<file path="config.mk">
export PLATFORM = sky130hd
export DESIGN_NAME = dma_csr
export DESIGN_NICKNAME = d
export VERILOG_FILES = /design/src/dma_csr_pkg.sv /design/src/dma_csr.sv /design/src/sticky_flag.sv
export SDC_FILE = /design/constraint.sdc
export NUM_CORES = 1
export LEC_CHECK = 0
export BUFFER_PORTS_ARGS = -buffer_cell sky130_fd_sc_hd__buf_2
export CAP_MARGIN = 30
export CORE_MARGIN = 2
export CORE_UTILIZATION = 58
export CTS_BUF_LIST = sky130_fd_sc_hd__clkbuf_4 sky130_fd_sc_hd__clkbuf_8
export DETAILED_ROUTE_END_ITERATION = 16
export GPL_TIMING_DRIVEN = 0
export PLACE_DENSITY = 0.84
export SYNTH_ARGS = -nofsm -noshare
export SYNTH_HDL_FRONTEND = slang
export SYNTH_HIERARCHICAL = 1
export SYNTH_SLANG_ARGS = --single-unit
</file>
<file path="constraint.sdc">
create_clock -name clk -period 4.8 [get_ports clk]
set_input_delay 0 -clock clk [delete_from_list [all_inputs] [get_ports clk]]
set_output_delay 0 -clock clk [all_outputs]
set_load 0.01 [all_outputs]
</file>
<file path="src/dma_csr_pkg.sv">
// constants for the scatter-gather dma control and status slave
// assumes a 32-bit axi4-lite register bus and one clock domain
package dma_csr_pkg;

  // ----------------------------------------------------------------
  // register map: printed word indexes, byte address = 4 * index
  // ----------------------------------------------------------------
  localparam logic [7:0] STATUS_INDEX  = 8'h00;
  localparam logic [7:0] CONTROL_INDEX = 8'h01;
  localparam logic [7:0] POINTER_INDEX = 8'h02;
  localparam logic [7:0] STATUS_ADDR   = 8'(STATUS_INDEX  * 4);
  localparam logic [7:0] CONTROL_ADDR  = 8'(CONTROL_INDEX * 4);
  localparam logic [7:0] POINTER_ADDR  = 8'(POINTER_INDEX * 4);

  // ----------------------------------------------------------------
  // control register fields
  // ----------------------------------------------------------------
  localparam int CTL_FAULT_IE    = 0;
  localparam int CTL_PKT_END_IE  = 1;
  localparam int CTL_DESC_DONE_IE = 2;
  localparam int CTL_LIST_DONE_IE = 3;
  localparam int CTL_MASTER_IE   = 4;
  localparam int CTL_RUN         = 5;
  localparam int CTL_HALT_FAULT  = 6;
  localparam int CTL_COALESCE_IE = 7;
  localparam int CTL_COUNT_LSB   = 8;
  localparam int CTL_COUNT_W     = 8;
  localparam int CTL_SOFT_RESET  = 16;
  localparam int CTL_PARK        = 17;
  localparam int CTL_IRQ_CLEAR   = 31;
  // bits that hold a value; 16 and 31 act on write and read as zero
  localparam logic [31:0] CTL_STORE_MASK = 32'h0002_ffff;
  localparam logic [31:0] CTL_RESET      = 32'h0000_0000;

  // ----------------------------------------------------------------
  // status register fields
  // ----------------------------------------------------------------
  localparam int STS_FAULT     = 0;
  localparam int STS_PKT_END   = 1;
  localparam int STS_DESC_DONE = 2;
  localparam int STS_LIST_DONE = 3;
  localparam int STS_BUSY      = 4;
  localparam int STS_FLAGS     = 4;  // sticky flags in bits 3..0
  localparam int PEND_COALESCE = 4;  // fifth pending source, no status bit

  localparam logic [31:0] POINTER_RESET = 32'h0000_0000;

  // ----------------------------------------------------------------
  // axi4-lite response codes
  // ----------------------------------------------------------------
  localparam logic [1:0] RESP_OKAY   = 2'h0;
  localparam logic [1:0] RESP_SLVERR = 2'h2;

endpackage : dma_csr_pkg

</file>
<file path="src/dma_csr.sv">
// control and status slave of a scatter-gather dma controller
// assumes axi4-lite master on clk; engine signals are on clk too
`timescale 1ns/1ps
`default_nettype none

module dma_csr
  import dma_csr_pkg::*;
#(
  parameter bit COALESCE_EN = 1'b1  // interrupt coalescing built in
)
(
  input  wire logic        clk,
  input  wire logic        nrst,
  // axi4-lite slave
  input  wire logic [7:0]  s_axi_awaddr,
  input  wire logic        s_axi_awvalid,
  output var  logic        s_axi_awready,
  input  wire logic [31:0] s_axi_wdata,
  input  wire logic [3:0]  s_axi_wstrb,
  input  wire logic        s_axi_wvalid,
  output var  logic        s_axi_wready,
  output var  logic [1:0]  s_axi_bresp,
  output var  logic        s_axi_bvalid,
  input  wire logic        s_axi_bready,
  input  wire logic [7:0]  s_axi_araddr,
  input  wire logic        s_axi_arvalid,
  output var  logic        s_axi_arready,
  output var  logic [31:0] s_axi_rdata,
  output var  logic [1:0]  s_axi_rresp,
  output var  logic        s_axi_rvalid,
  input  wire logic        s_axi_rready,
  // descriptor engine events as one-cycle pulses, busy level and next pointer
  input  wire logic        fault_event,
  input  wire logic        packet_end_event,
  input  wire logic        desc_done_event,
  input  wire logic        list_done_event,
  input  wire logic        engine_busy,
  input  wire logic        next_ptr_valid,
  input  wire logic [31:0] next_ptr,
  // controls to the descriptor engine
  output var  logic        run_enable,
  output var  logic        halt_on_fault,
  output var  logic        park_enable,
  output var  logic        soft_reset_trigger,
  output var  logic [31:0] desc_ptr,
  output var  logic        irq
);

  // ----------------------------------------------------------------
  // state
  // ----------------------------------------------------------------
  logic [31:0] control_reg;
  logic [31:0] control_next;
  logic [31:0] pointer_reg;
  logic [31:0] pointer_next;
  logic        busy_reg;
  logic [CTL_COUNT_W-1:0] count_reg;
  logic [CTL_COUNT_W-1:0] count_next;
  logic        soft_reset_reg;
  logic        irq_reg;
  logic        irq_next;

  logic [7:0]  awaddr_reg;
  logic        aw_full_reg;
  logic        aw_full_next;
  logic [31:0] wdata_reg;
  logic [3:0]  wstrb_reg;
  logic        w_full_reg;
  logic        w_full_next;
  logic        awready_reg;
  logic        wready_reg;
  logic        bvalid_reg;
  logic        bvalid_next;
  logic [1:0]  bresp_reg;
  logic        arready_reg;
  logic        rvalid_reg;
  logic        rvalid_next;
  logic [31:0] rdata_reg;
  logic [1:0]  rresp_reg;

  // ----------------------------------------------------------------
  // write channel handshakes and commit
  // ----------------------------------------------------------------
  wire         aw_take = s_axi_awvalid & awready_reg;
  wire         w_take  = s_axi_wvalid & wready_reg;
  wire         b_done  = bvalid_reg & s_axi_bready;
  // address and data may arrive in either order; commit once both held
  wire         commit  = aw_full_reg & w_full_reg & ~bvalid_reg;
  wire [7:0]   waddr   = {awaddr_reg[7:2], 2'b00};

  assign aw_full_next = commit ? 1'b0 : (aw_full_reg | aw_take);
  assign w_full_next  = commit ? 1'b0 : (w_full_reg | w_take);
  assign bvalid_next  = commit ? 1'b1 : (b_done ? 1'b0 : bvalid_reg);

  // ----------------------------------------------------------------
  // write address decode
  // ----------------------------------------------------------------
  // word decode
  wire         wr_status  = commit & (waddr == STATUS_ADDR);
  wire         wr_control = commit & (waddr == CONTROL_ADDR);
  wire         wr_pointer = commit & (waddr == POINTER_ADDR);
  wire         wr_hit     = wr_status | wr_control | wr_pointer;
  wire [31:0]  lane_mask  = {{8{wstrb_reg[3]}}, {8{wstrb_reg[2]}},
                             {8{wstrb_reg[1]}}, {8{wstrb_reg[0]}}};
  wire [31:0]  ctl_wmask  = lane_mask & CTL_STORE_MASK;

  wire         soft_hit   = wr_control & wstrb_reg[2] & wdata_reg[CTL_SOFT_RESET];
  wire         irq_clear  = wr_control & wstrb_reg[3] & wdata_reg[CTL_IRQ_CLEAR];

  // ----------------------------------------------------------------
  // control register
  // ----------------------------------------------------------------
  // halt on fault drops run
  wire         fault_halt = fault_event & control_reg[CTL_HALT_FAULT];

  // soft reset zeroes control; a fault with halt set also drops run
  always_comb
  begin
    control_next = control_reg;
    if (soft_hit)
      control_next = CTL_RESET;
    else if (wr_control)
      control_next = (control_reg & ~ctl_wmask) | (wdata_reg & ctl_wmask);
    if (fault_halt && !soft_hit)
      control_next[CTL_RUN] = 1'b0;
  end

  // ----------------------------------------------------------------
  // descriptor chain pointer
  // ----------------------------------------------------------------
  // hardware advance beats software write
  assign pointer_next = next_ptr_valid ? next_ptr :
                        wr_pointer ? ((pointer_reg & ~lane_mask) | (wdata_reg & lane_mask)) :
                        pointer_reg;

  // ----------------------------------------------------------------
  // sticky flags and coalescing
  // ----------------------------------------------------------------
  logic [PEND_COALESCE:0] flag_set;
  logic [PEND_COALESCE:0] flag_clr;
  logic [PEND_COALESCE:0] pending;

  wire         count_limit_set = control_reg[CTL_COUNT_LSB +: CTL_COUNT_W] != '0;
  wire         coalesce_on     = COALESCE_EN & control_reg[CTL_COALESCE_IE] & count_limit_set;
  wire [CTL_COUNT_W-1:0] count_inc = count_reg + 1'b1;
  wire         coalesce_hit = coalesce_on & desc_done_event &
                              (count_inc == control_reg[CTL_COUNT_LSB +: CTL_COUNT_W]);

  assign count_next = soft_hit ? '0 :
                      coalesce_hit ? '0 :
                      (coalesce_on & desc_done_event) ? count_inc : count_reg;

  assign flag_set = {coalesce_hit, list_done_event, desc_done_event,
                     packet_end_event, fault_event};

  // write one clears the status flags; irq clear clears every pending source
  assign flag_clr = {irq_clear,
                     {STS_FLAGS{irq_clear}} |
                     ({STS_FLAGS{wr_status & wstrb_reg[0]}} & wdata_reg[STS_FLAGS-1:0])};

  // one sticky cell per pending source
  genvar gi;
  generate
    for (gi = 0; gi <= PEND_COALESCE; gi++)
    begin : g_flag
      sticky_flag u_flag
      (
        .clk         (clk),
        .nrst        (nrst),
        .set_pulse   (flag_set[gi]),
        .clear_pulse (flag_clr[gi]),
        .kill_pulse  (soft_hit),
        .flag        (pending[gi])
      );
    end
  endgenerate

  // ----------------------------------------------------------------
  // interrupt
  // ----------------------------------------------------------------
  // per-flag enables; master gate; level while pending
  wire [STS_FLAGS-1:0] flag_ie = control_reg[CTL_LIST_DONE_IE:CTL_FAULT_IE];
  wire         any_source = (|(pending[STS_FLAGS-1:0] & flag_ie)) |
                            (pending[PEND_COALESCE] & control_reg[CTL_COALESCE_IE]);
  assign irq_next = control_next[CTL_MASTER_IE] & any_source & ~irq_clear & ~soft_hit;

  // ----------------------------------------------------------------
  // read path
  // ----------------------------------------------------------------
  wire         ar_take = s_axi_arvalid & arready_reg;
  wire         r_done  = rvalid_reg & s_axi_rready;
  wire [7:0]   raddr   = {s_axi_araddr[7:2], 2'b00};
  wire [31:0]  status_word = {27'h0, busy_reg, pending[STS_FLAGS-1:0]};

  // word decode for reads; pointer read is software's care
  wire         rd_status  = raddr == STATUS_ADDR;
  wire         rd_control = raddr == CONTROL_ADDR;
  wire         rd_pointer = raddr == POINTER_ADDR;
  wire [31:0]  rd_word    = rd_status  ? status_word :
                            rd_control ? control_reg :
                            rd_pointer ? pointer_reg : 32'h0000_0000;
  wire         rd_hit     = rd_status | rd_control | rd_pointer;

  assign rvalid_next = ar_take ? 1'b1 : (r_done ? 1'b0 : rvalid_reg);

  // ----------------------------------------------------------------
  // bus channel registers
  // ----------------------------------------------------------------
  // write address and data capture, ready low while held
  always_ff @(posedge clk or negedge nrst)
  begin
    if (!nrst)
    begin
      aw_full_reg <= 1'b0;
      w_full_reg  <= 1'b0;
      awready_reg <= 1'b0;
      wready_reg  <= 1'b0;
      bvalid_reg  <= 1'b0;
    end
    else
    begin
      aw_full_reg <= aw_full_next;
      w_full_reg  <= w_full_next;
      awready_reg <= ~aw_full_next & ~bvalid_next;
      wready_reg  <= ~w_full_next & ~bvalid_next;
      bvalid_reg  <= bvalid_next;
    end
  end

  // payload capture and write response code
  always_ff @(posedge clk or negedge nrst)
  begin
    if (!nrst)
    begin
      awaddr_reg <= 8'h00;
      wdata_reg  <= 32'h0000_0000;
      wstrb_reg  <= 4'h0;
      bresp_reg  <= RESP_OKAY;
    end
    else
    begin
      if (aw_take)
        awaddr_reg <= s_axi_awaddr;
      if (w_take)
      begin
        wdata_reg <= s_axi_wdata;
        wstrb_reg <= s_axi_wstrb;
      end
      if (commit)
        bresp_reg <= wr_hit ? RESP_OKAY : RESP_SLVERR;
    end
  end

  // read channel, one word per request
  always_ff @(posedge clk or negedge nrst)
  begin
    if (!nrst)
    begin
      arready_reg <= 1'b0;
      rvalid_reg  <= 1'b0;
      rdata_reg   <= 32'h0000_0000;
      rresp_reg   <= RESP_OKAY;
    end
    else
    begin
      arready_reg <= ~rvalid_next;
      rvalid_reg  <= rvalid_next;
      if (ar_take)
      begin
        rdata_reg <= rd_word;
        rresp_reg <= rd_hit ? RESP_OKAY : RESP_SLVERR;
      end
    end
  end

  // ----------------------------------------------------------------
  // block state registers
  // ----------------------------------------------------------------
  // everything zero after device reset
  always_ff @(posedge clk or negedge nrst)
  begin
    if (!nrst)
    begin
      control_reg    <= CTL_RESET;
      pointer_reg    <= POINTER_RESET;
      busy_reg       <= 1'b0;
      count_reg      <= '0;
      soft_reset_reg <= 1'b0;
      irq_reg        <= 1'b0;
    end
    else
    begin
      control_reg    <= control_next;
      pointer_reg    <= pointer_next;
      busy_reg       <= engine_busy;
      count_reg      <= count_next;
      soft_reset_reg <= soft_hit;
      irq_reg        <= irq_next;
    end
  end

  // ----------------------------------------------------------------
  // outputs
  // ----------------------------------------------------------------
  assign s_axi_awready = awready_reg;
  assign s_axi_wready  = wready_reg;
  assign s_axi_bvalid  = bvalid_reg;
  assign s_axi_bresp   = bresp_reg;
  assign s_axi_arready = arready_reg;
  assign s_axi_rvalid  = rvalid_reg;
  assign s_axi_rdata   = rdata_reg;
  assign s_axi_rresp   = rresp_reg;

  // run permits next descriptor; engine finishes current one
  assign run_enable         = control_reg[CTL_RUN];
  assign halt_on_fault      = control_reg[CTL_HALT_FAULT];
  assign park_enable        = control_reg[CTL_PARK];
  // one-cycle pulse halts engine at once
  assign soft_reset_trigger = soft_reset_reg;
  assign desc_ptr           = pointer_reg;
  assign irq                = irq_reg;

endmodule : dma_csr

`default_nettype wire

</file>
<file path="src/sticky_flag.sv">
// one sticky event flag with set-over-clear priority
// assumes set, clear and kill are single-clock pulses on clk
`timescale 1ns/1ps
`default_nettype none

module sticky_flag
(
  input  wire logic clk,
  input  wire logic nrst,
  input  wire logic set_pulse,   // hardware event
  input  wire logic clear_pulse, // software clear
  input  wire logic kill_pulse,  // soft reset, beats everything
  output var  logic flag
);

  logic flag_reg;
  logic flag_next;

  // kill first, then set wins over a clear in the same cycle
  assign flag_next = kill_pulse  ? 1'b0 :
                     set_pulse   ? 1'b1 :
                     clear_pulse ? 1'b0 : flag_reg;

  // flag storage
  always_ff @(posedge clk or negedge nrst)
  begin
    if (!nrst)
      flag_reg <= 1'b0;
    else
      flag_reg <= flag_next;
  end

  assign flag = flag_reg;

endmodule : sticky_flag

`default_nettype wire

</file>
Yosys cells after proc, flatten, opt, wreduce, memory -nomap -nowiden
Cells that the tools add are included.
{"block": "classes", "n_bitwise": 50, "add_sub_neg": 1, "n_mux": 34, "n_div": 0, "n_mul": 0, "magnitude_cmp": 0, "n_shift": 0, "n_reduce_logical": 15, "n_eq_ne": 5}
{"op": "2-to-1 mux 32 bit", "count": 7}
{"op": "bitwise AND 32 bit", "count": 3}
{"op": "bitwise OR 32 bit", "count": 2}
{"op": "bitwise AND 32 x 18 -> 32 bit", "count": 1}
{"op": "inverter 18 -> 32 bit", "count": 1}
{"op": "inverter 32 bit", "count": 1}
{"op": "bitwise AND 1 bit", "count": 25}
{"op": "2-to-1 mux 8 bit", "count": 3}
{"op": "2-to-1 mux 1 bit", "count": 22}
{"op": "nonzero test 3 bit", "count": 7}
{"op": "logical NOT 8 bit", "count": 2}
{"op": "equality test 6 x 1 -> 1 bit (second input constant)", "count": 2}
{"op": "equality test 6 x 2 -> 1 bit (second input constant)", "count": 2}
{"op": "adder 8 x 1 -> 8 bit (second input constant)", "count": 1}
{"op": "bitwise AND 4 bit", "count": 2}
{"op": "equality test 8 bit", "count": 1}
{"op": "nonzero test 8 bit", "count": 1}
{"op": "inverter 1 bit", "count": 7}
{"op": "bitwise OR 1 bit", "count": 7}
{"op": "2-to-1 mux 2 bit", "count": 2}
{"op": "bitwise OR 4 bit", "count": 1}
{"op": "nonzero test 2 bit", "count": 2}
{"op": "OR reduction 4 bit", "count": 1}
{"op": "logical AND 1 bit", "count": 1}
{"op": "logical NOT 1 bit", "count": 1}
{"block": "totals", "out_inout_bits": 78, "romBits": 0, "memories": 0, "in_bits": 97, "latchBits": 0, "elab_cells": 131, "regBits": 167, "ramBits": 0}

Logic depth before layout (Yosys ltp)
Gate-level depths: netlist of run 1.
{"block": "depth", "word_depth": 9, "ltp_mapped": 9, "ltp_nobuf": 8}

Modules after synthesis
The synthesis of run 1 kept the hierarchy.
{"mod": "dma_csr", "instances": 1, "seq_area_each_um2": 3578.4, "cells_per_inst": 561, "area_each_um2": 6483.7}
{"mod": "sticky_flag", "instances": 5, "seq_area_each_um2": 25.0, "cells_per_inst": 4, "area_each_um2": 43.8}

Worst setup path after synthesis of run 1
No wires, ideal clock.
{"block": "synth_timing", "kind": "reg-to-reg", "from": "register count_reg[0]", "to": "register count_reg[4]", "arrival_time_ps": 1682, "setup_ps": 132, "synth_period_minus_slack_ps": 1814, "path_buffers": 0, "path_slack_ps": 2986, "stages_incl_launch_ff": 8, "t_required_ps": 4668, "cell_sequence": "dfrtp_1 -> ha_1 -> nand3_1 -> nor3_1 -> a211oi_1 -> o211ai_4 -> o211ai_1 -> a22oi_1"}
{"block": "synth_via", "elab_chain_cells": 5, "word_cells_on_any_way": 7, "classes_between": "add/sub (1); eq/ne (1); mux (3); bitwise (1); reduce/logical (1)"}
{"element": "start, declared", "line_no": "dma_csr.sv:57", "rtl": "logic [CTL_COUNT_W-1:0] count_reg;"}
{"element": "start signal, assigned", "line_no": "dma_csr.sv:296", "rtl": "count_reg <= count_next;"}
{"element": "adder 8 x 1 -> 8 bit (*)", "line_no": "dma_csr.sv:145", "rtl": "wire [CTL_COUNT_W-1:0] count_inc = count_reg + 1'b1;"}
{"element": "equality test 8 bit", "line_no": "dma_csr.sv:147", "rtl": "(count_inc == control_reg[CTL_COUNT_LSB +: CTL_COUNT_W]);"}
{"element": "bitwise AND 1 bit", "line_no": "dma_csr.sv:146", "rtl": "wire coalesce_hit = coalesce_on & desc_done_event &"}
{"element": "2-to-1 mux 8 bit", "line_no": "dma_csr.sv:150", "rtl": "coalesce_hit ? '0 :"}
{"element": "2-to-1 mux 8 bit", "line_no": "dma_csr.sv:149", "rtl": "assign count_next = soft_hit ? '0 :"}
Mark *: on every way between the ends. The rest lies on a longest branch, timed or not. The select of a mux whose other input is x is not followed.
A chain may end at the register's enable or synchronous reset.

Worst setup path after layout of run 1
{"block": "layout_timing", "from": "register awaddr_reg[5]", "to": "register g_flag[2].u_flag.flag_reg"}
{"block": "layout_via", "elab_chain_cells": 6, "word_cells_on_any_way": 13, "classes_between": "eq/ne (1); mux (1); bitwise (9); reduce/logical (2)"}
{"element": "start, declared", "line_no": "dma_csr.sv:63", "rtl": "logic [7:0] awaddr_reg;"}
{"element": "start signal, assigned", "line_no": "dma_csr.sv:243", "rtl": "awaddr_reg <= s_axi_awaddr;"}
{"element": "equality test 6 x 1 -> 1 bit or logical NOT 8 bit (tied branches)", "line_no": "dma_csr.sv:100, dma_csr.sv:99"}
{"element": "bitwise AND 1 bit (on tied branches)", "line_no": "dma_csr.sv:100, dma_csr.sv:99"}
{"element": "bitwise AND 1 bit (on tied branches)", "line_no": "dma_csr.sv:108, dma_csr.sv:159"}
{"element": "bitwise AND 1 bit or bitwise AND 4 bit (tied branches)", "line_no": "dma_csr.sv:108, dma_csr.sv:159"}
{"element": "bitwise OR 4 bit (*)", "line_no": "dma_csr.sv:158", "rtl": "{STS_FLAGS{irq_clear}} |"}
{"element": "via flag_clr[2]", "line_no": "dma_csr.sv:140", "rtl": "logic [PEND_COALESCE:0] flag_clr;"}
{"element": "nonzero test 3 bit (no line) (*)"}
{"element": "end signal, assigned", "line_no": "sticky_flag.sv:30", "rtl": "flag_reg <= flag_next;"}
{"element": "end, declared", "line_no": "sticky_flag.sv:16", "rtl": "logic flag_reg;"}
Mark *: on every way through the listed nets, which the timed path passes. The rest lies on a longest branch.

==> results of run 1 <==
-- through the flow --
stage / area [um2] / hold WS (ns) / setup slack [ns]
finish: 9010 / 0.0239 / 2.57
global route: 9010 / 0.0371 / 2.46
CTS: 9010 / 0.0274 / 2.64
detailed placement: 7750 / -0.0514 / 2.70
global placement: 7720 / 0.108 / 1.81
floorplan: 6710 / -0.296 / 2.99
-- cells in the final DEF, fill, tap and decap left out, drive strengths merged, types with 4 or more instances in the layout --
cell type,n
dfrtp,148
a21oi,10
o21ai,74
a21o,4
nor3,4
dlygate4sd3,86
and2,6
nand2b,7
buf,180
a22o,15
clkbuf,39
mux2i,32
nand2,103
nor2,13
clkinv,4
inv,11
xnor2,7
a22oi,21
nand3,4
o211ai,6
xor2,4
and3,7
mux2,47
-- power by group --
group | internal (mW) | switching [mW]
logic | 0.471 | 0.429
registers | 1.54 | 0.291
clock network | 0.516 | 0.462
total | 2.53 | 1.18
-- critical path, stage by stage, from the launching register on --
cell and delay [ns]:
dfrtp_1 0.41, nor4_4 0.37, nand2_2 0.13, nor4b_1 0.78, a21o_1 0.23, nand2b_1 0.13, a21oi_2 0.07
-- area by class of cell --
cell class	instances	area, um2	share of cell area (%)
multi-input combinational	393	2790	30.9
timing repair buffer	253	1730	19.2
clock inverter	9	103	1.14
tap	143	179	1.99
inverter	11	41.3	0.458
sequential	148	3700	41.1
clock buffer	22	297	3.29
buffer	30	175	1.94
-- kinds of logic after synthesis --
logic type / synth area share [%]
AOI/OAI and AO/OA: 14.6
buffers and inverters: 3.23
xor gates and xnor gates: 1.55
and+or+nand+nor: 12.5
adders and majority gates: 0.187
DFF: 55.3
other: 0.0559
muxes: 12.7
-- repair_timing --
action,CTS,global route
setup buffers,0,0
hold buffers,86,0
endpoints found under the hold margin,239,0
-- layer usage --
metal,GRT usage (%),up-vias
met3,6.59,60
met2,58.3,273
met5,0,-
met1,37.0,2906
met4,14.5,0
li1,-,2592
-- final timing paths --
| kind | depth (start not counted) | slack (ns) | from | to |
|---|---|---|---|---|
| max | 6 | 2.57 | awaddr_reg[5] | g_flag[2].u_flag/flag |
| min | 2 | 0.02 | next_ptr_valid | desc_ptr[29] |
| max reg2reg | 6 | 2.57 | awaddr_reg[5] | g_flag[2].u_flag/flag |
| min reg2reg | 2 | 0.48 | s_axi_rdata[12] | s_axi_rdata[12] |
| max in group asynchronous | 3 | 3.91 | nrst | awaddr_reg[7] |
| min in group asynchronous | 2 | 0.03 | nrst | s_axi_rdata[15] |
==> out/metrics.yaml, run 1 <==
yosys_register_bits: 148
synthDistinctLibCells: 62
crit_path_start_kind: "flip-flop"
path_clk_slew_ns: 0.08
die_h_um: 112
io_buffers: 166
antenna_cells: 0
cts_root_buf: "clkbuf_8"
htreeDepth: 4
post-route-period-util_pct: 46.4
wl_met2_um: 10400
irDropWorstVdd_v: 0.000359
die_area_um2: 12400
synth_flop_cell: "dfrtp_1"
die_w_um: 112
drt_iter0_markers: 367
fill_cells: 680
rsz0062_at_grt: "no"
final_core_util_pct: 79.2
cp.required_ns: 5.13
ys_warn_count: 6
cp_max_fo: 4
coreArea_um2: 11400
synth.most_common_cell: "dfrtp_1"
vias_per_cell: 5.78
async_reset_ff_share_pct: 100
avgRoutedWirePerCell_um: 19.5
drc: 0
p_leak_nw: 4.53
synth_top_area_share_pct: 55.3
ant_nets: 0
grt.overflow.total: 0
clock_path_buffers: 2
hp-class: "input port to flip-flop"
grt_max_degree: 105
hold_viol_final: 0
top_layer_used: "met4"
dr_total_vias: 5831
ios: 175
powerDensity_nw_per_um2: 412
grt_pass1_wl_um: 31200
grt_usage_pct: 32.2
worstMarginPinSlew_ns: 0.926
layout.cells.non_filler: 1009
nets: 952
max_slew_margin_pct: 37.4
final.setup.tns_ns: 0
gp_congestion: 0.893
setup_viol: 0
maxCapViolations: 0
finalClockSkew_ns: 0.0132
fmax_mhz: 449
syn_area_um2: 6700
numCtsBuffers: 17
drive_above_1_share_pct: 35.0
yosys-top-cells-area: "dfrtp_1 55%, mux2_2 7.9%, nand2_1 5.5%"
end_kind: "flip-flop"
hpwlAfterDp_um: 12300
finalMaxSlewViolations: 0
total_power_mw: 3.71
rows: 39
dr.pass1.iters: 5
critPathArrivalTime_ns: 2.56
wl_met1_um: 7340
status: "finished clean"
synth_top_cell_by_area: "dfrtp_1"
synth_common_cells: "148 x dfrtp_1, 98 x nand2_1, 56 x o21ai_1"
clk_latency_ns: 0.45
placedCellCount: 892
clock_sink_count: 148
cts_tree: "built"
floorplan.initialDensity_pct: 59.0
grt_antenna_before_repair: 0
synth_area_per_cell_um2: 11.5
wirelength_um: 19700
crit_type: "flip-flop to flip-flop"
cts_resized: 0
ys_seq_area_share_pct: 55.3
grt_pass1_vias: 6154
synth_edf_count: 0
synthCells: 581
fin_crit_ns: 2.23
syn2layout_area_growth_pct: 34.4
met3_length_um: 1120
(Power assumes the default switching activity.)
==> run 2, diff against run 1 <==
- CORE_UTILIZATION: 58 -> 55
- PLACE_DENSITY: 0.84 -> 0.8
- clock period: 4.8 -> 2.06 ns (I/O delays scaled with it)
==> out/metrics.yaml, run 2 (synthesis results as in run 1) <==
htreeDepth: 4  # unchanged
cp.required_ns: 2.45  # was 5.13 ns
hold_viol_final: 0  # unchanged
ant_nets: 0  # unchanged
ios: 175  # unchanged
grt_usage_pct: 30.7  # was 32.2%
fmax_mhz: 511  # was 449 MHz
max_slew_margin_pct: 38.7  # was 37.4%
worstMarginPinSlew_ns: 0.920  # was 0.926 ns
placedCellCount: 896  # was 892
vias_per_cell: 5.57  # was 5.78
grt_max_degree: 92  # was 105
comb_power_share_pct: 24.3  # about the same
coreArea_um2: 12000  # was 11400 um2
fill_cells: 733  # was 680
setup_viol: 0  # unchanged
crit_path_start_kind: "flip-flop"  # unchanged
p_leak_nw: 4.58  # was 4.53 nW
p_int_mw: 6.07  # was 2.53 mW
hpwlAfterDp_um: 12300  # about the same
die_w_um: 114  # was 112 um
die_h_um: 114  # was 112 um
final_common_cell: "buf_2"  # unchanged
die_area_um2: 13100  # was 12400 um2
hp-class: "input port to async pin"  # was input port to flip-flop
dr_total_vias: 5679  # was 5831
netSwitchingPower_mw: 2.77  # was 1.18 mW
wirelength_um: 19300  # was 19700 um
final_core_util_pct: 76.4  # was 79.2%
floorplan.initialDensity_pct: 56.0  # was 59.0%
cts_root_buf: "clkbuf_8"  # unchanged
clk_latency_ns: 0.46  # was 0.45 ns
grt_antenna_before_repair: 0  # unchanged
grt.overflow.total: 0  # unchanged
layout.cells.non_filler: 1019  # was 1009
irDropWorstVdd_v: 0.000848  # was 0.000359 V
final.setup.tns_ns: 0  # unchanged
syn2layout_area_growth_pct: 36.3  # was 34.4%
worst_slack_ns: 0.104  # was 2.57 ns
clock_path_buffers: 2  # unchanged
io_buffers: 166  # unchanged
grt_pass1_vias: 6040  # was 6154
place_area_um2: 7750  # about the same
layout_common_cells: "166 x buf_2, 147 x dfrtp_1, 98 x nand2_1"  # was 166 x buf_2, 148 x dfrtp_1, 98 x nand2_1
cts_tree: "built"  # unchanged
clock_sink_count: 148  # unchanged
status: "finished clean"  # unchanged
dr.pass1.iters: 5  # unchanged
avgRoutedWirePerCell_um: 18.9  # was 19.5 um
end_kind: "flip-flop"  # unchanged
crit_type: "flip-flop to flip-flop"  # unchanged
rr_startpoint: "count_reg[0]"  # was awaddr_reg[5]
postLayoutCellArea_um2: 9140  # was 9010 um2
crit_start: "count_reg[0]"  # was awaddr_reg[5]
grt_pass1_wl_um: 30500  # was 31200 um
post-route-period-util_pct: 94.9  # was 46.4%
seqPwrFrac_pct: 48.2  # was 49.3%
cp_max_fo: 7  # was 4
rows: 40  # was 39
maxCapViolations: 0  # unchanged
drive_above_1_share_pct: 36.2  # was 35.0%
nets: 956  # was 952
path_clk_slew_ns: 0.08  # about the same
finalClockSkew_ns: 0.0133  # was 0.0132 ns
gp_congestion: 0.874  # was 0.893
total_power_mw: 8.84  # was 3.71 mW
clkPwrFrac_pct: 27.5  # was 26.4%
p_sw_share_pct: 31.3  # was 31.9%
drt_iter0_markers: 361  # was 367
critPathArrivalTime_ns: 2.34  # was 2.56 ns
drc: 0  # unchanged
fin_crit_ns: 1.96  # was 2.23 ns
numCtsBuffers: 17  # unchanged
powerDensity_nw_per_um2: 967  # was 412 nW/um2
hold_ws_ns: 0.0777  # was 0.0239 ns
finalMaxSlewViolations: 0  # unchanged
pre_cts_slack_ns: -0.0664  # was 2.70 ns
## run 2: final timing paths
check                                             end  slack, ns  depth (start not counted)
worst max register to register  g_flag[4].u_flag/flag       0.10                          8
worst min register to register         s_axi_rdata[8]       0.48                          2
min in group clk                       s_axi_rresp[1]       0.08                          4
worst max-delay path            g_flag[4].u_flag/flag       0.10                          8
max in group asynchronous                count_reg[0]       1.13                          3
worst min-delay path                     desc_ptr[26]       0.08                          2
## run 2: layout make-up
class / instances / area, um2 / area share (%)
repair buffers: 257 / 1770 / 19.4
inverters: 11 / 41.3 / 0.452
diodes: 1 / 2.50 / 0.0274
clock buffers: 24 / 312 / 3.41
clock inverters: 8 / 123 / 1.34
plain buffers: 30 / 176 / 1.93
flip-flops and latches: 148 / 3700 / 40.6
well taps: 147 / 184 / 2.01
multi-input cells: 393 / 2820 / 30.9
## run 2: power by group through the flow
stage               sequential, mW  clock (mW)  combinational, mW
finish                        4.26        2.43               2.15
CTS                           4.21        2.44               2.08
floorplan                     4.15           0               1.29
detailed placement            4.26           0               1.91
global route                  4.34        2.57               2.34
global placement              4.21           0               1.81
## run 2: worst max-delay path: stages, from the launching register on
cell and delay (ns):
dfrtp_2 0.43, ha_2 0.22, xor2_1 0.17, or3_1 0.31, o21ai_1 0.14, o211ai_4 0.16
nor3_2 0.26, inv_1 0.08, a21oi_2 0.11
## run 2: metal layers
layer / GRT usage, % / vias to the layer above / share of wire, %
met5: 0 / - / 0
met4: 13.8 / 0 / 2.6
li1: - / 2603 / -
met2: 53.3 / 211 / 52
met1: 35.8 / 2820 / 40
met3: 8.05 / 45 / 5.7
## run 2: timing repair
action                                  CTS  global route
endpoints found under the setup margin   10            13
pin swaps                                 0             3
hold buffers                             87             0
setup buffers                             0             3
resized for setup                         3             7
hold endpoints to repair                149             0
==> run 3, diff against run 2 <==
- GPL_ROUTABILITY_DRIVEN: default -> 0
- MAX_ROUTING_LAYER: default -> met4
==> out/metrics.yaml, run 3 (synthesis results as in run 1) <==
cts_root_buf: "clkbuf_8"  # unchanged
hold_depth: 4
post-route-period-util_pct: 95.4  # was 94.9%
cp_max_fo: 7  # unchanged
wirelength_um: 19500  # was 19300 um
worstMarginPinSlew_ns: 0.887  # was 0.920 ns
drt_iter0_markers: 399  # was 361
numCtsBuffers: 17  # unchanged
hpwlAfterDp_um: 12500  # was 12300 um
pre_cts_slack_ns: -0.0657  # was -0.0664 ns
die_h_um: 114  # unchanged
die_area_um2: 13100  # unchanged
fill_cells: 740  # was 733
syn2layout_area_growth_pct: 35.8  # was 36.3%
maxCapViolations: 0  # unchanged
floorplan.initialDensity_pct: 56.0  # unchanged
nets: 954  # was 956
hold_ws_ns: 0.0546  # was 0.0777 ns
rows: 40  # unchanged
grt_pass1_wl_um: 31000  # was 30500 um
cts_tree: "built"  # unchanged
r2r_slack_ns: 0.1  # was 0.10 ns
io_buffers: 166  # unchanged
cp.required_ns: 2.40  # was 2.45 ns
layout_common_cells: "166 x buf_2, 147 x dfrtp_1, 98 x nand2_1"  # unchanged
irDropWorstVdd_v: 0.000794  # was 0.000848 V
clock_sink_count: 148  # unchanged
avgRoutedWirePerCell_um: 19.2  # was 18.9 um
finalClockSkew_ns: 0.0136  # was 0.0133 ns
clk_latency_ns: 0.46  # about the same
path_clk_slew_ns: 0.09  # was 0.08 ns
fmax_mhz: 509  # was 511 MHz
vias_per_cell: 5.75  # was 5.57
htreeDepth: 4  # unchanged
end_kind: "flip-flop"  # unchanged
crit_type: "flip-flop to flip-flop"  # unchanged
coreArea_um2: 12000  # unchanged
grt_pass1_vias: 6192  # was 6040
setup_viol: 0  # unchanged
fin_crit_ns: 1.96  # about the same
worst_slack_ns: 0.0955  # was 0.104 ns
worstRegToRegCells: 7  # was 8
powerDensity_nw_per_um2: 964  # was 967 nW/um2
critPathArrivalTime_ns: 2.30  # was 2.34 ns
register_area_um2: 3700  # unchanged
crit_path_start_kind: "flip-flop"  # unchanged
hold_viol_final: 0  # unchanged
multi_input_area_um2: 2820  # unchanged
ios: 175  # unchanged
dr_total_vias: 5832  # was 5679
rsz0062_at_grt: "no"
die_w_um: 114  # unchanged
grt_usage_pct: 32.2  # was 30.7%
grt.overflow.total: 0  # unchanged
p_leak_nw: 4.56  # was 4.58 nW
max_slew_margin_pct: 40.8  # was 38.7%
status: "finished clean"  # unchanged
grt_antenna_before_repair: 0  # unchanged
grt_max_degree: 79  # was 92
antenna_cells: 0  # was 1
dr.pass1.iters: 6  # was 5
finalMaxSlewViolations: 0  # unchanged
hp-class: "input port to flip-flop"  # was input port to async pin
ant_nets: 0  # unchanged
drive_above_1_share_pct: 35.8  # was 36.2%
clock_path_buffers: 2  # unchanged
total_power_mw: 8.77  # was 8.84 mW
drc: 0  # unchanged
final_common_cell: "buf_2"  # unchanged
-- run 3: cell types whose count changed in the layout (fill, tap and decap cells not counted), sizes merged --
cell / previous run / this run
buf: 183 / 181
clkbuf: 41 / 39
clkinv: 2 / 3
diode: 1 / 0
-- run 3: critical path: stages, from the launching register on --
cell and delay [ns]:
dfrtp_2 0.42, ha_2 0.25, nand3_2 0.14, xnor2_1 0.18
o31ai_2 0.35, o211ai_4 0.17, o211ai_1 0.22, a22oi_1 0.12
-- run 3: final cells by class --
cell class | instances | area share, %
tap | 147 | 2.02
timing repair buffer | 255 | 19.3
inverter | 11 | 0.454
multi-input combinational | 393 | 31.0
buffer | 30 | 1.92
clock buffer | 22 | 3.19
sequential | 148 | 40.7
clock inverter | 9 | 1.40
-- run 3: per-stage QoR --
| step | TNS [ns] | area, um2 | cells | utilization, % |
|---|---|---|---|---|
| finish | 0 | 9100 | 1015 | 76.1 |
| global route | 0 | 9100 | 1015 | 76.1 |
| CTS | 0 | 9060 | 1014 | 75.7 |
| detailed placement | -0.231 | 7750 | 896 | 64.8 |
| global placement | -142.73 | 7720 | 895 | 64.6 |
| floorplan | 0 | 6710 | 582 | - |
-- run 3: what timing repair did --
item	in CTS	in global routing
buffers inserted	0	1
endpoints found under the setup margin	7	17
hold buffers	87	0
endpoints found under the hold margin	161	0
pin swaps	0	2
resized for setup	3	5
-- run 3: layer usage --
metal	vias up	part of all wire (%)	wire length, um	global-route usage (%)
met5	-	0	0	-
met4	0	3.8	745	15.0
met3	66	6.8	1320	7.52
met2	283	52	10200	54.3
met1	2888	37	7240	36.4
li1	2595	-	-	-
-- run 3: power breakdown --
group | total, mW | internal, mW | switching [mW]
sequential | 4.25 | 3.59 | 0.664
clock | 2.39 | 1.31 | 1.08
combinational | 2.13 | 1.11 | 1.02
total | 8.77 | 6.00 | 2.77
-- run 3: final timing paths --
kind | startpoint | endpoint
max in group asynchronous | nrst | count_reg[0]
min in group asynchronous | nrst | wdata_reg[26]
hold / removal | s_axi_araddr[6] | s_axi_rresp[1]
setup reg to reg | count_reg[0] | count_reg[5]
hold reg to reg | s_axi_rresp[1] | s_axi_rresp[1]
setup / recovery | count_reg[0] | count_reg[5]
